<file path="src/ddr_defines.vh">
// constants for the drive diagnostic reporting block
// How it works
// - no fault in 4..6, active only 6
// - factory outputs: 0 no fault, 1 active
// - matching warning or error sets selected outputs
// - four 16-bit selections, default 0, live
// - last warning held until fault reset
// - last warning reads 0 when none
// - first stopping error captured, later ones ignored unless class 4
// - class 4 error overwrites captured number
// - last error 0 when none; log errors
// - status bits 6,7 and 12,13 flag events
// - errors reported to master unrequested
// - bad master request answers with error
// - current event number readable as diagnostic
// - class 0 is warning, 1..4 errors
// - diagnostic: number, kind 14/15, rest reserved
`ifndef DDR_DEFINES_VH
`define DDR_DEFINES_VH

// parameter addresses
`define DDR_ADR_LAST_ERR   16'h1C0A
`define DDR_ADR_LAST_WARN  16'h1C12
`define DDR_ADR_SEL_ERR_A  16'h3B0C
`define DDR_ADR_SEL_ERR_B  16'h3B0E
`define DDR_ADR_SEL_WARN_A 16'h3B10
`define DDR_ADR_SEL_WARN_B 16'h3B12
`define DDR_ADR_DIAG_NUM   16'h0390
`define DDR_ADR_STAT_A     16'h1045
`define DDR_ADR_STAT_B     16'h0135
`define DDR_ADR_OUT_FUNC   16'h3B20
`define DDR_ADR_LOG_BASE   16'h1D00
`define DDR_LOG_DEPTH      4'hA

// reset values
`define DDR_SEL_RST        16'h0000
`define DDR_OUT_FUNC_RST   32'h00000011

// status and diagnostic field positions
`define DDR_STA_WARN_BIT   6
`define DDR_STA_ERR_BIT    7
`define DDR_STB_WARN_BIT   12
`define DDR_STB_ERR_BIT    13
`define DDR_KIND_WARN      4'hE
`define DDR_KIND_ERR       4'hF

// output function codes, three bits per output
`define DDR_FN_NONE        3'h0
`define DDR_FN_NO_FAULT    3'h1
`define DDR_FN_ACTIVE      3'h2
`define DDR_FN_SEL_WARN    3'h3
`define DDR_FN_SEL_ERR     3'h4

// operating states and error classes
`define DDR_ST_READY       4'h4
`define DDR_ST_ON          4'h5
`define DDR_ST_ENABLED     4'h6
`define DDR_CLASS_WARN     3'h0
`define DDR_CLASS_FATAL    3'h4

`endif

</file>
<file path="src/ddr_diag.v">
// diagnostic reporting: state outputs, event latches, parameter port
`include "ddr_defines.vh"
`timescale 1ns/1ns
module ddr_diag #(
    parameter N_DQ = 2
) (
    // clock and reset
    input  wire            sys_clk,
    input  wire            reset,
    // drive state and events
    input  wire [3:0]      op_state,
    input  wire            diag_event,
    input  wire [15:0]     diag_number,
    input  wire [2:0]      diag_class,
    input  wire            fault_reset,
    // parameter request from the master
    input  wire            par_req,
    input  wire            par_wr,
    input  wire [15:0]     par_addr,
    input  wire [31:0]     par_wdata,
    // parameter answer
    output reg             par_ack,
    output reg             par_err,
    output reg  [31:0]     par_rdata,
    // unrequested error report
    output reg             report_valid,
    output reg  [15:0]     report_number,
    output reg  [2:0]      report_class,
    // indications
    output reg             no_fault_out,
    output reg             op_active_out,
    output reg             warn_flag,
    output reg             err_flag,
    output wire [N_DQ-1:0] digital_out
);

    // settings written by the master
    reg  [15:0] sel_warn_a;      // selected warning number a
    reg  [15:0] sel_warn_b;      // selected warning number b
    reg  [15:0] sel_err_a;       // selected error number a
    reg  [15:0] sel_err_b;       // selected error number b
    reg  [31:0] out_func;        // output function codes

    // latched diagnostic state
    reg  [15:0] last_warn;       // last warning number
    reg  [15:0] last_err;        // captured stopping error number
    reg         warn_seen;       // warning since fault reset
    reg         err_seen;        // error since fault reset
    reg         err_fatal;       // class 4 error, survives fault reset
    reg         sel_warn_hold;   // selected warning indication
    reg         sel_err_hold;    // selected error indication

    // error history bookkeeping
    reg  [3:0]  log_wp;          // next entry to write
    reg  [3:0]  log_fill;        // number of valid entries
    wire [31:0] log_rdata;       // registered memory data

    // request pipeline, first stage
    reg         req_q;           // a request was taken
    reg         bad_q;           // that request was refused
    reg         log_q;           // it addressed the history
    reg         log_empty_q;     // it addressed an unused entry
    reg  [15:0] addr_q;          // its address

    // decode helpers
    reg         adr_ok;
    reg         wr_ok;
    wire [15:0] log_off = par_addr - `DDR_ADR_LOG_BASE;
    wire        is_log  = log_off < {12'h000, `DDR_LOG_DEPTH};
    wire [3:0]  log_idx = log_off[3:0];
    wire [4:0]  log_sum = {1'b0, log_wp} + 5'h09 - {1'b0, log_idx};
    wire [4:0]  log_sub = log_sum - {1'b0, `DDR_LOG_DEPTH};
    wire [3:0]  log_ra  = (log_sum >= {1'b0, `DDR_LOG_DEPTH}) ? log_sub[3:0]
                                                              : log_sum[3:0];

    // event classification
    wire warn_ev = diag_event & (diag_class == `DDR_CLASS_WARN);
    wire err_ev  = diag_event & (diag_class != `DDR_CLASS_WARN);
    wire fatal   = diag_class == `DDR_CLASS_FATAL;

    // a zero selection never matches, so unset selections stay quiet
    wire warn_hit = warn_ev &
        (((sel_warn_a != 16'h0000) & (diag_number == sel_warn_a)) |
         ((sel_warn_b != 16'h0000) & (diag_number == sel_warn_b)));
    wire err_hit = err_ev &
        (((sel_err_a != 16'h0000) & (diag_number == sel_err_a)) |
         ((sel_err_b != 16'h0000) & (diag_number == sel_err_b)));

    // request validity and write enable
    wire bad_req = par_wr ? ~wr_ok : ~adr_ok;
    wire wr_en   = par_req & par_wr & wr_ok;

    // diagnostic number: error outranks warning
    wire [31:0] diag_word = err_seen  ? {12'h000, `DDR_KIND_ERR, last_err} :
                            warn_seen ? {12'h000, `DDR_KIND_WARN, last_warn} :
                                        32'h00000000;

    // status words
    reg  [31:0] stat_a;
    reg  [31:0] stat_b;

    // decode the address of the request now on the port
    always @* begin
        adr_ok = 1'b1;
        wr_ok  = 1'b0;
        case (par_addr)
            `DDR_ADR_SEL_WARN_A,
            `DDR_ADR_SEL_WARN_B,
            `DDR_ADR_SEL_ERR_A,
            `DDR_ADR_SEL_ERR_B: begin
                // values above 65535 are refused
                wr_ok = par_wdata[31:16] == 16'h0000;
            end
            `DDR_ADR_OUT_FUNC: begin
                wr_ok = 1'b1;
            end
            `DDR_ADR_LAST_ERR,
            `DDR_ADR_LAST_WARN,
            `DDR_ADR_DIAG_NUM,
            `DDR_ADR_STAT_A,
            `DDR_ADR_STAT_B: begin
                wr_ok = 1'b0;                                 // read only
            end
            default: begin
                adr_ok = is_log;                              // history read only
            end
        endcase
    end

    // status words built from the sticky flags
    always @* begin
        stat_a = 32'h00000000;
        stat_b = 32'h00000000;
        stat_a[`DDR_STA_WARN_BIT] = warn_seen;
        stat_a[`DDR_STA_ERR_BIT]  = err_seen;
        stat_b[`DDR_STB_WARN_BIT] = warn_seen;
        stat_b[`DDR_STB_ERR_BIT]  = err_seen;
    end

    // master writes take effect on the edge that takes them
    always @(posedge sys_clk or posedge reset) begin
        if (reset) begin
            sel_warn_a <= `DDR_SEL_RST;
            sel_warn_b <= `DDR_SEL_RST;
            sel_err_a  <= `DDR_SEL_RST;
            sel_err_b  <= `DDR_SEL_RST;
            out_func   <= `DDR_OUT_FUNC_RST;
        end else if (wr_en) begin
            case (par_addr)
                `DDR_ADR_SEL_WARN_A: sel_warn_a <= par_wdata[15:0];
                `DDR_ADR_SEL_WARN_B: sel_warn_b <= par_wdata[15:0];
                `DDR_ADR_SEL_ERR_A:  sel_err_a  <= par_wdata[15:0];
                `DDR_ADR_SEL_ERR_B:  sel_err_b  <= par_wdata[15:0];
                `DDR_ADR_OUT_FUNC:   out_func   <= par_wdata;
                default:             out_func   <= out_func;
            endcase
        end
    end

    // warning latch: a new warning wins over a fault reset
    always @(posedge sys_clk or posedge reset) begin
        if (reset) begin
            last_warn <= 16'h0000;
            warn_seen <= 1'b0;
        end else if (warn_ev) begin
            last_warn <= diag_number;
            warn_seen <= 1'b1;
        end else if (fault_reset) begin
            last_warn <= 16'h0000;
            warn_seen <= 1'b0;
        end
    end

    // error capture: first stopping error kept, class 4 always overwrites
    always @(posedge sys_clk or posedge reset) begin
        if (reset) begin
            last_err  <= 16'h0000;
            err_seen  <= 1'b0;
            err_fatal <= 1'b0;
        end else if (err_ev) begin
            if (~err_seen | fatal) begin
                last_err <= diag_number;
            end
            err_seen  <= 1'b1;
            err_fatal <= err_fatal | fatal;
        end else if (fault_reset & ~err_fatal) begin
            // a class 4 error only goes away with power
            last_err <= 16'h0000;
            err_seen <= 1'b0;
        end
    end

    // selected indications hold until fault reset; a hit wins
    always @(posedge sys_clk or posedge reset) begin
        if (reset) begin
            sel_warn_hold <= 1'b0;
            sel_err_hold  <= 1'b0;
        end else begin
            if (warn_hit) begin
                sel_warn_hold <= 1'b1;
            end else if (fault_reset) begin
                sel_warn_hold <= 1'b0;
            end
            if (err_hit) begin
                sel_err_hold <= 1'b1;
            end else if (fault_reset) begin
                sel_err_hold <= 1'b0;
            end
        end
    end

    // error history pointer and fill count
    always @(posedge sys_clk or posedge reset) begin
        if (reset) begin
            log_wp   <= 4'h0;
            log_fill <= 4'h0;
        end else if (err_ev) begin
            log_wp <= (log_wp == `DDR_LOG_DEPTH - 4'h1) ? 4'h0 : log_wp + 4'h1;
            if (log_fill != `DDR_LOG_DEPTH) begin
                log_fill <= log_fill + 4'h1;
            end
        end
    end

    // history storage, newest entry at offset 0
    ddr_err_mem #(
        .DEPTH (10),
        .AW    (4),
        .DW    (32)
    ) u_log (
        .sys_clk (sys_clk),
        .reset   (reset),
        .wr_en   (err_ev),
        .wr_addr (log_wp),
        .wr_data ({8'h00, op_state, 1'b0, diag_class, diag_number}),
        .rd_addr (log_ra),
        .rd_data (log_rdata)
    );

    // first request stage, waits for the history read
    always @(posedge sys_clk or posedge reset) begin
        if (reset) begin
            req_q       <= 1'b0;
            bad_q       <= 1'b0;
            log_q       <= 1'b0;
            log_empty_q <= 1'b0;
            addr_q      <= 16'h0000;
        end else begin
            req_q       <= par_req;
            bad_q       <= bad_req;
            log_q       <= is_log;
            log_empty_q <= log_idx >= log_fill;
            addr_q      <= par_addr;
        end
    end

    // answer stage, one answer per request, two edges after it
    always @(posedge sys_clk or posedge reset) begin
        if (reset) begin
            par_ack   <= 1'b0;
            par_err   <= 1'b0;
            par_rdata <= 32'h00000000;
        end else begin
            par_ack <= req_q;
            par_err <= req_q & bad_q;
            if (~req_q | bad_q) begin
                par_rdata <= 32'h00000000;
            end else if (log_q) begin
                par_rdata <= log_empty_q ? 32'h00000000 : log_rdata;
            end else begin
                case (addr_q)
                    `DDR_ADR_LAST_WARN:  par_rdata <= {16'h0000, last_warn};
                    `DDR_ADR_LAST_ERR:   par_rdata <= {16'h0000, last_err};
                    `DDR_ADR_SEL_WARN_A: par_rdata <= {16'h0000, sel_warn_a};
                    `DDR_ADR_SEL_WARN_B: par_rdata <= {16'h0000, sel_warn_b};
                    `DDR_ADR_SEL_ERR_A:  par_rdata <= {16'h0000, sel_err_a};
                    `DDR_ADR_SEL_ERR_B:  par_rdata <= {16'h0000, sel_err_b};
                    `DDR_ADR_OUT_FUNC:   par_rdata <= out_func;
                    `DDR_ADR_DIAG_NUM:   par_rdata <= diag_word;
                    `DDR_ADR_STAT_A:     par_rdata <= stat_a;
                    `DDR_ADR_STAT_B:     par_rdata <= stat_b;
                    default:             par_rdata <= 32'h00000000;
                endcase
            end
        end
    end

    // unrequested report of each stopping error
    always @(posedge sys_clk or posedge reset) begin
        if (reset) begin
            report_valid  <= 1'b0;
            report_number <= 16'h0000;
            report_class  <= 3'h0;
        end else begin
            report_valid <= err_ev;
            if (err_ev) begin
                report_number <= diag_number;
                report_class  <= diag_class;
            end
        end
    end

    // state indications and status flags
    always @(posedge sys_clk or posedge reset) begin
        if (reset) begin
            no_fault_out  <= 1'b0;
            op_active_out <= 1'b0;
            warn_flag     <= 1'b0;
            err_flag      <= 1'b0;
        end else begin
            no_fault_out  <= (op_state == `DDR_ST_READY) |
                             (op_state == `DDR_ST_ON) |
                             (op_state == `DDR_ST_ENABLED);
            op_active_out <= op_state == `DDR_ST_ENABLED;
            warn_flag     <= warn_seen;
            err_flag      <= err_seen;
        end
    end

    // digital outputs, sources taken one cycle before the map register
    ddr_out_map #(
        .N_DQ (N_DQ)
    ) u_map (
        .sys_clk     (sys_clk),
        .reset       (reset),
        .out_func    (out_func),
        .no_fault    (no_fault_out),
        .op_active   (op_active_out),
        .sel_warn    (sel_warn_hold),
        .sel_err     (sel_err_hold),
        .digital_out (digital_out)
    );

endmodule

</file>
<file path="src/ddr_err_mem.v">
// error history memory with registered read data
`timescale 1ns/1ns
module ddr_err_mem #(
    parameter DEPTH = 10,
    parameter AW    = 4,
    parameter DW    = 32
) (
    // clock and reset
    input  wire          sys_clk,
    input  wire          reset,
    // write side
    input  wire          wr_en,
    input  wire [AW-1:0] wr_addr,
    input  wire [DW-1:0] wr_data,
    // read side
    input  wire [AW-1:0] rd_addr,
    output reg  [DW-1:0] rd_data
);

    // storage has no reset; unwritten entries are masked by the fill count
    reg [DW-1:0] mem [0:DEPTH-1];

    // write port
    always @(posedge sys_clk) begin
        if (wr_en) begin
            mem[wr_addr] <= wr_data;
        end
    end

    // read data always come from a register
    always @(posedge sys_clk or posedge reset) begin
        if (reset) begin
            rd_data <= {DW{1'b0}};
        end else begin
            rd_data <= mem[rd_addr];
        end
    end

endmodule

</file>
<file path="src/ddr_out_map.v">
// maps indication functions onto the digital outputs
`include "ddr_defines.vh"
`timescale 1ns/1ns
module ddr_out_map #(
    parameter N_DQ = 2
) (
    // clock and reset
    input  wire            sys_clk,
    input  wire            reset,
    // function selection, three bits per output
    input  wire [31:0]     out_func,
    // indication sources
    input  wire            no_fault,
    input  wire            op_active,
    input  wire            sel_warn,
    input  wire            sel_err,
    // outputs
    output reg  [N_DQ-1:0] digital_out
);

    genvar i;
    // one registered selector per output
    generate
        for (i = 0; i < N_DQ; i = i + 1) begin : g_dq
            wire [2:0] fn = out_func[3*i+2:3*i];
            always @(posedge sys_clk or posedge reset) begin
                if (reset) begin
                    digital_out[i] <= 1'b0;
                end else begin
                    case (fn)
                        `DDR_FN_NO_FAULT: digital_out[i] <= no_fault;
                        `DDR_FN_ACTIVE:   digital_out[i] <= op_active;
                        `DDR_FN_SEL_WARN: digital_out[i] <= sel_warn;
                        `DDR_FN_SEL_ERR:  digital_out[i] <= sel_err;
                        default:          digital_out[i] <= 1'b0;
                    endcase
                end
            end
        end
    endgenerate

endmodule

</file>
<file path="config.mk">
export PLATFORM = sky130hd
export DESIGN_NAME = ddr_diag
export DESIGN_NICKNAME = d
export VERILOG_FILES = /design/src/ddr_diag.v /design/src/ddr_err_mem.v /design/src/ddr_out_map.v
export VERILOG_INCLUDE_DIRS = /design/src
export SDC_FILE = /design/constraint.sdc
export NUM_CORES = 1
export LEC_CHECK = 0
export ABC_AREA = 1
export BUFFER_PORTS_ARGS = -buffer_cell sky130_fd_sc_hd__buf_2
export CORE_AREA = 2 2 195 197
export DETAILED_ROUTE_END_ITERATION = 16
export DIE_AREA = 0 0 197 199
export PLACE_DENSITY = 0.84
export REMOVE_ABC_BUFFERS = 1
export SLEW_MARGIN = 40
export SYNTH_ARGS = -nofsm -noshare
export SYNTH_HDL_FRONTEND = slang
export SYNTH_SLANG_ARGS = --single-unit
</file>
<file path="constraint.sdc">
create_clock -name sys_clk -period 15.5 [get_ports sys_clk]
set_input_delay 3.1 -clock sys_clk [delete_from_list [all_inputs] [get_ports sys_clk]]
set_output_delay 3.1 -clock sys_clk [all_outputs]
set_load 0.005 [all_outputs]
</file>
==> run_results.csv <==
group,metric,value,unit
critical_path,cp-start-kind,"input port",
clock_network,tritoncts,"yes",
clock_network,clockBufferDepth,3,
min_path,min_path_cells,0,
synthesis,yosysUniqueCellTypes,53,
global_routing,first_global_vias,16911,
clock_network,post-cts-setup-buffers,0,
timing,maxSlewViolCount,0,
timing,grt_setup_unrepaired,"false",
floorplanning,core_area,37100,sq um
clock_network,clk_pin_slew,60,ps
drt,drt_iter0_markers,1813,
synthesis,netlist_instances,2148,
clock_network,clock_latency,580,ps
power,total_power,4.05,mW
synthesis,async_flop_share,51.5,%
synthesis,avgSynthCellArea,10.2,sq um
clock_network,cts_made_buffers,48,
clock_network,postCtsHoldBufs,0,
synthesis,synth_seq_cells,474,
synthesis,synth_warnings,0,
floorplanning,die_x,197,microns
drt,via_per_inst,6.18,
timing,min_period,6020,ps
timing,post-route-period-util,38.9,%
timing,max_freq,166,MHz
power,p_leak,11.1,nW
global_routing,antenna_found_initial,1,
power,peakVddDrop,0.218,mV
floorplanning,die_area,39200,sq um
finish,stdcell_count,2765,
clock_network,cts-root-buf,"clkbuf_16",
drt,dr.pass1.iters,5,
finish,areaGrowthSynthToFinish,12.8,%
floorplanning,rows,71,
floorplanning,fp.dieH,199,microns
drt,vias,17094,
synthesis,synth-edff-count,230,
drt,wl_per_cell,22.1,microns
synthesis,ys_seq_area_share,59.4,%
placement,io_buffers,136,
job,cap_violations,0,
floorplanning,ioPinCount,137,
timing,fin_skew,18.0,ps
placement,place.gp.congestion,0.903,
critical_path,worstPathRequired,16020,ps
critical_path,critPathKind,"in2reg",
synthesis,synth_flop_cell,"dfrtp_1",
global_routing,gr-total-overflow,0,
critical_path,crit_path_max_fanout,45,
critical_path,r2r_cells,17,
global_routing,grt_max_degree,92,
clock_network,clock-sinks,474,
floorplanning,start_util,59.0,%
min_path,hp-class,"reg2reg",
clock_network,htreeDepth,2,
timing,max-slew-margin-rel,42.9,%
timing,finalHoldViolCount,0,
placement,hpwl,39400,microns
global_routing,grtUsageTotal,31.7,%
power,power_density,164,nW/um^2
drt,ant_nets,0,
critical_path,cp-end-kind,"flip-flop",
timing,report.final.setup_viol,0,
drt,drc,0,
placement,place_ws,8690,ps
synthesis,synth_area,21900,sq um
placement,dp_cells,2675,
timing,setup_slack,9480,ps
finish,fin_nets,2344,
critical_path,arrival,6540,ps
run_status,status,"finished, final reports clean",
timing,tightest_slew,857,ps
global_routing,grt_pass1_wl,94400,microns
timing,fin_setup_tns,0,ps
drt,wirelength,61000,microns
finish,layout-drive-gt1-share,13.8,%
clock_network,cts_resized,0,
==> worst max-delay path, cell delays in order <==
cell	delay (ps)
buf_2	170
ha_1	300
inv_1	40
ha_1	220
fa_1	590
inv_1	100
ha_1	230
nand2_1	90
nand2_2	90
nand4_2	90
buf_4	480
nand2_4	450
nand2_1	190
nand3_1	110
nand2_1	90
nand2_1	50
nand2_1	70
==> kinds of logic (layout without fill, tap and decap cells) <==
logic type | Yosys count | in the layout | synth area share (%)
flops | 474 | 474 | 59.4
mux | 124 | 124 | 5.85
other cells | 0 | 1 | 0
compound gates | 153 | 153 | 3.79
simple gates | 1058 | 1058 | 22.4
buf+inv | 263 | 405 | 5.23
xor+xnor | 61 | 61 | 2.44
fa+ha+maj | 15 | 15 | 0.891
==> cells in the final DEF (no fill, tap or decap), drive strengths merged, types with 42 or more instances in the layout <==
cell	count
clkbuf	61
nand2	510
edfxtp	230
mux2i	92
nand4	95
nor2	125
buf	168
xnor2	55
a21oi	42
o21ai	82
nand3	260
inv	148
dfrtp	242
==> where the power goes <==
group          total [mW]  leakage, nW  switching [mW]  internal, mW
combinational        1.38         4.99           0.975         0.400
clock                1.19        0.773           0.491         0.694
sequential           1.49         5.31          0.0430          1.45
total                4.05         11.1            1.51          2.54
==> final cells by class <==
type,instances,area [sq um]
Sequential cell,474,13000
Fill cell,2762,12400
Multi-Input combinational cell,1411,7850
Clock buffer,60,1300
Timing Repair Buffer,169,1090
Tap cell,474,593
Inverter,148,568
Clock inverter,28,304
Antenna cell,1,2.50
==> stage by stage <==
step / hold WS [ps] / area [sq um] / util, %
after floorplan: 374 / 21300 / -
after global placement: 386 / 22900 / 61.6
after detailed placement: 409 / 23100 / 62.2
after CTS: 421 / 24700 / 66.5
after global routing: 442 / 24700 / 66.6
final: 410 / 24700 / 66.6
==> path summary, 6_finish.rpt <==
path / startpoint / end / slack, ps
max in group asynchronous: reset / last_err[6] / 10990
min in group asynchronous: reset / out_func[1] / 2620
max: par_addr[1] / u_log.rd_data[6] / 9480
max reg2reg: log_wp[1] / u_log.rd_data[6] / 11700
min: req_q / par_ack / 410
min reg2reg: req_q / par_ack / 410
==> metal layers <==
metal	routed length, microns	global-route usage [%]	vias up
li1	-	-	7587
met1	23000	40.7	8285
met2	29500	53.2	1028
met3	5820	5.07	194
met4	2730	14.8	0
met5	0	0	-
==> sequential cells by signal, indices dropped and copies added (netlist names), 16 cells and up <==
register and flops:
u_log.mem 230, out_func 32, par_rdata 32, u_log.rd_data 23, addr_q 16, last_err 16
last_warn 16, report_number 16, sel_err_a 16, sel_err_b 16, sel_warn_a 16, sel_warn_b 16
==> synth_stat cells, types with 2 or more instances <==
cell	number	area, sq um
nand2_4	2	22.5
nor2_4	2	22.5
mux2_1	19	214
o21ai_0	78	390
nor4_4	2	42.5
inv_2	3	11.3
clkbuf_1	60	225
buf_8	6	90.1
nor2_1	114	428
o22ai_1	16	100
nand3_1	253	1270
nand2_2	5	31.3
nand3_4	6	105
dfstp_2	2	52.6
mux2i_1	92	921
mux2_2	13	146
xnor2_1	55	482
buf_1	4	15.0
inv_1	143	537
ha_1	14	175
dfrtp_1	242	6060
nor4_1	25	156
a31oi_1	5	31.3
nor3_1	22	110
nand4_1	94	588
buf_2	38	190
or2_2	7	43.8
buf_4	6	45.0
o21ai_2	4	35.0
nand3b_1	7	52.6
nor2_2	9	56.3
xor2_1	6	52.6
nor3_4	2	32.5
o21bai_1	2	15.0
a21oi_1	42	210
edfxtp_1	230	6910
nand2_1	502	1880
No activity file was read; power rests on OpenSTA's default activity.
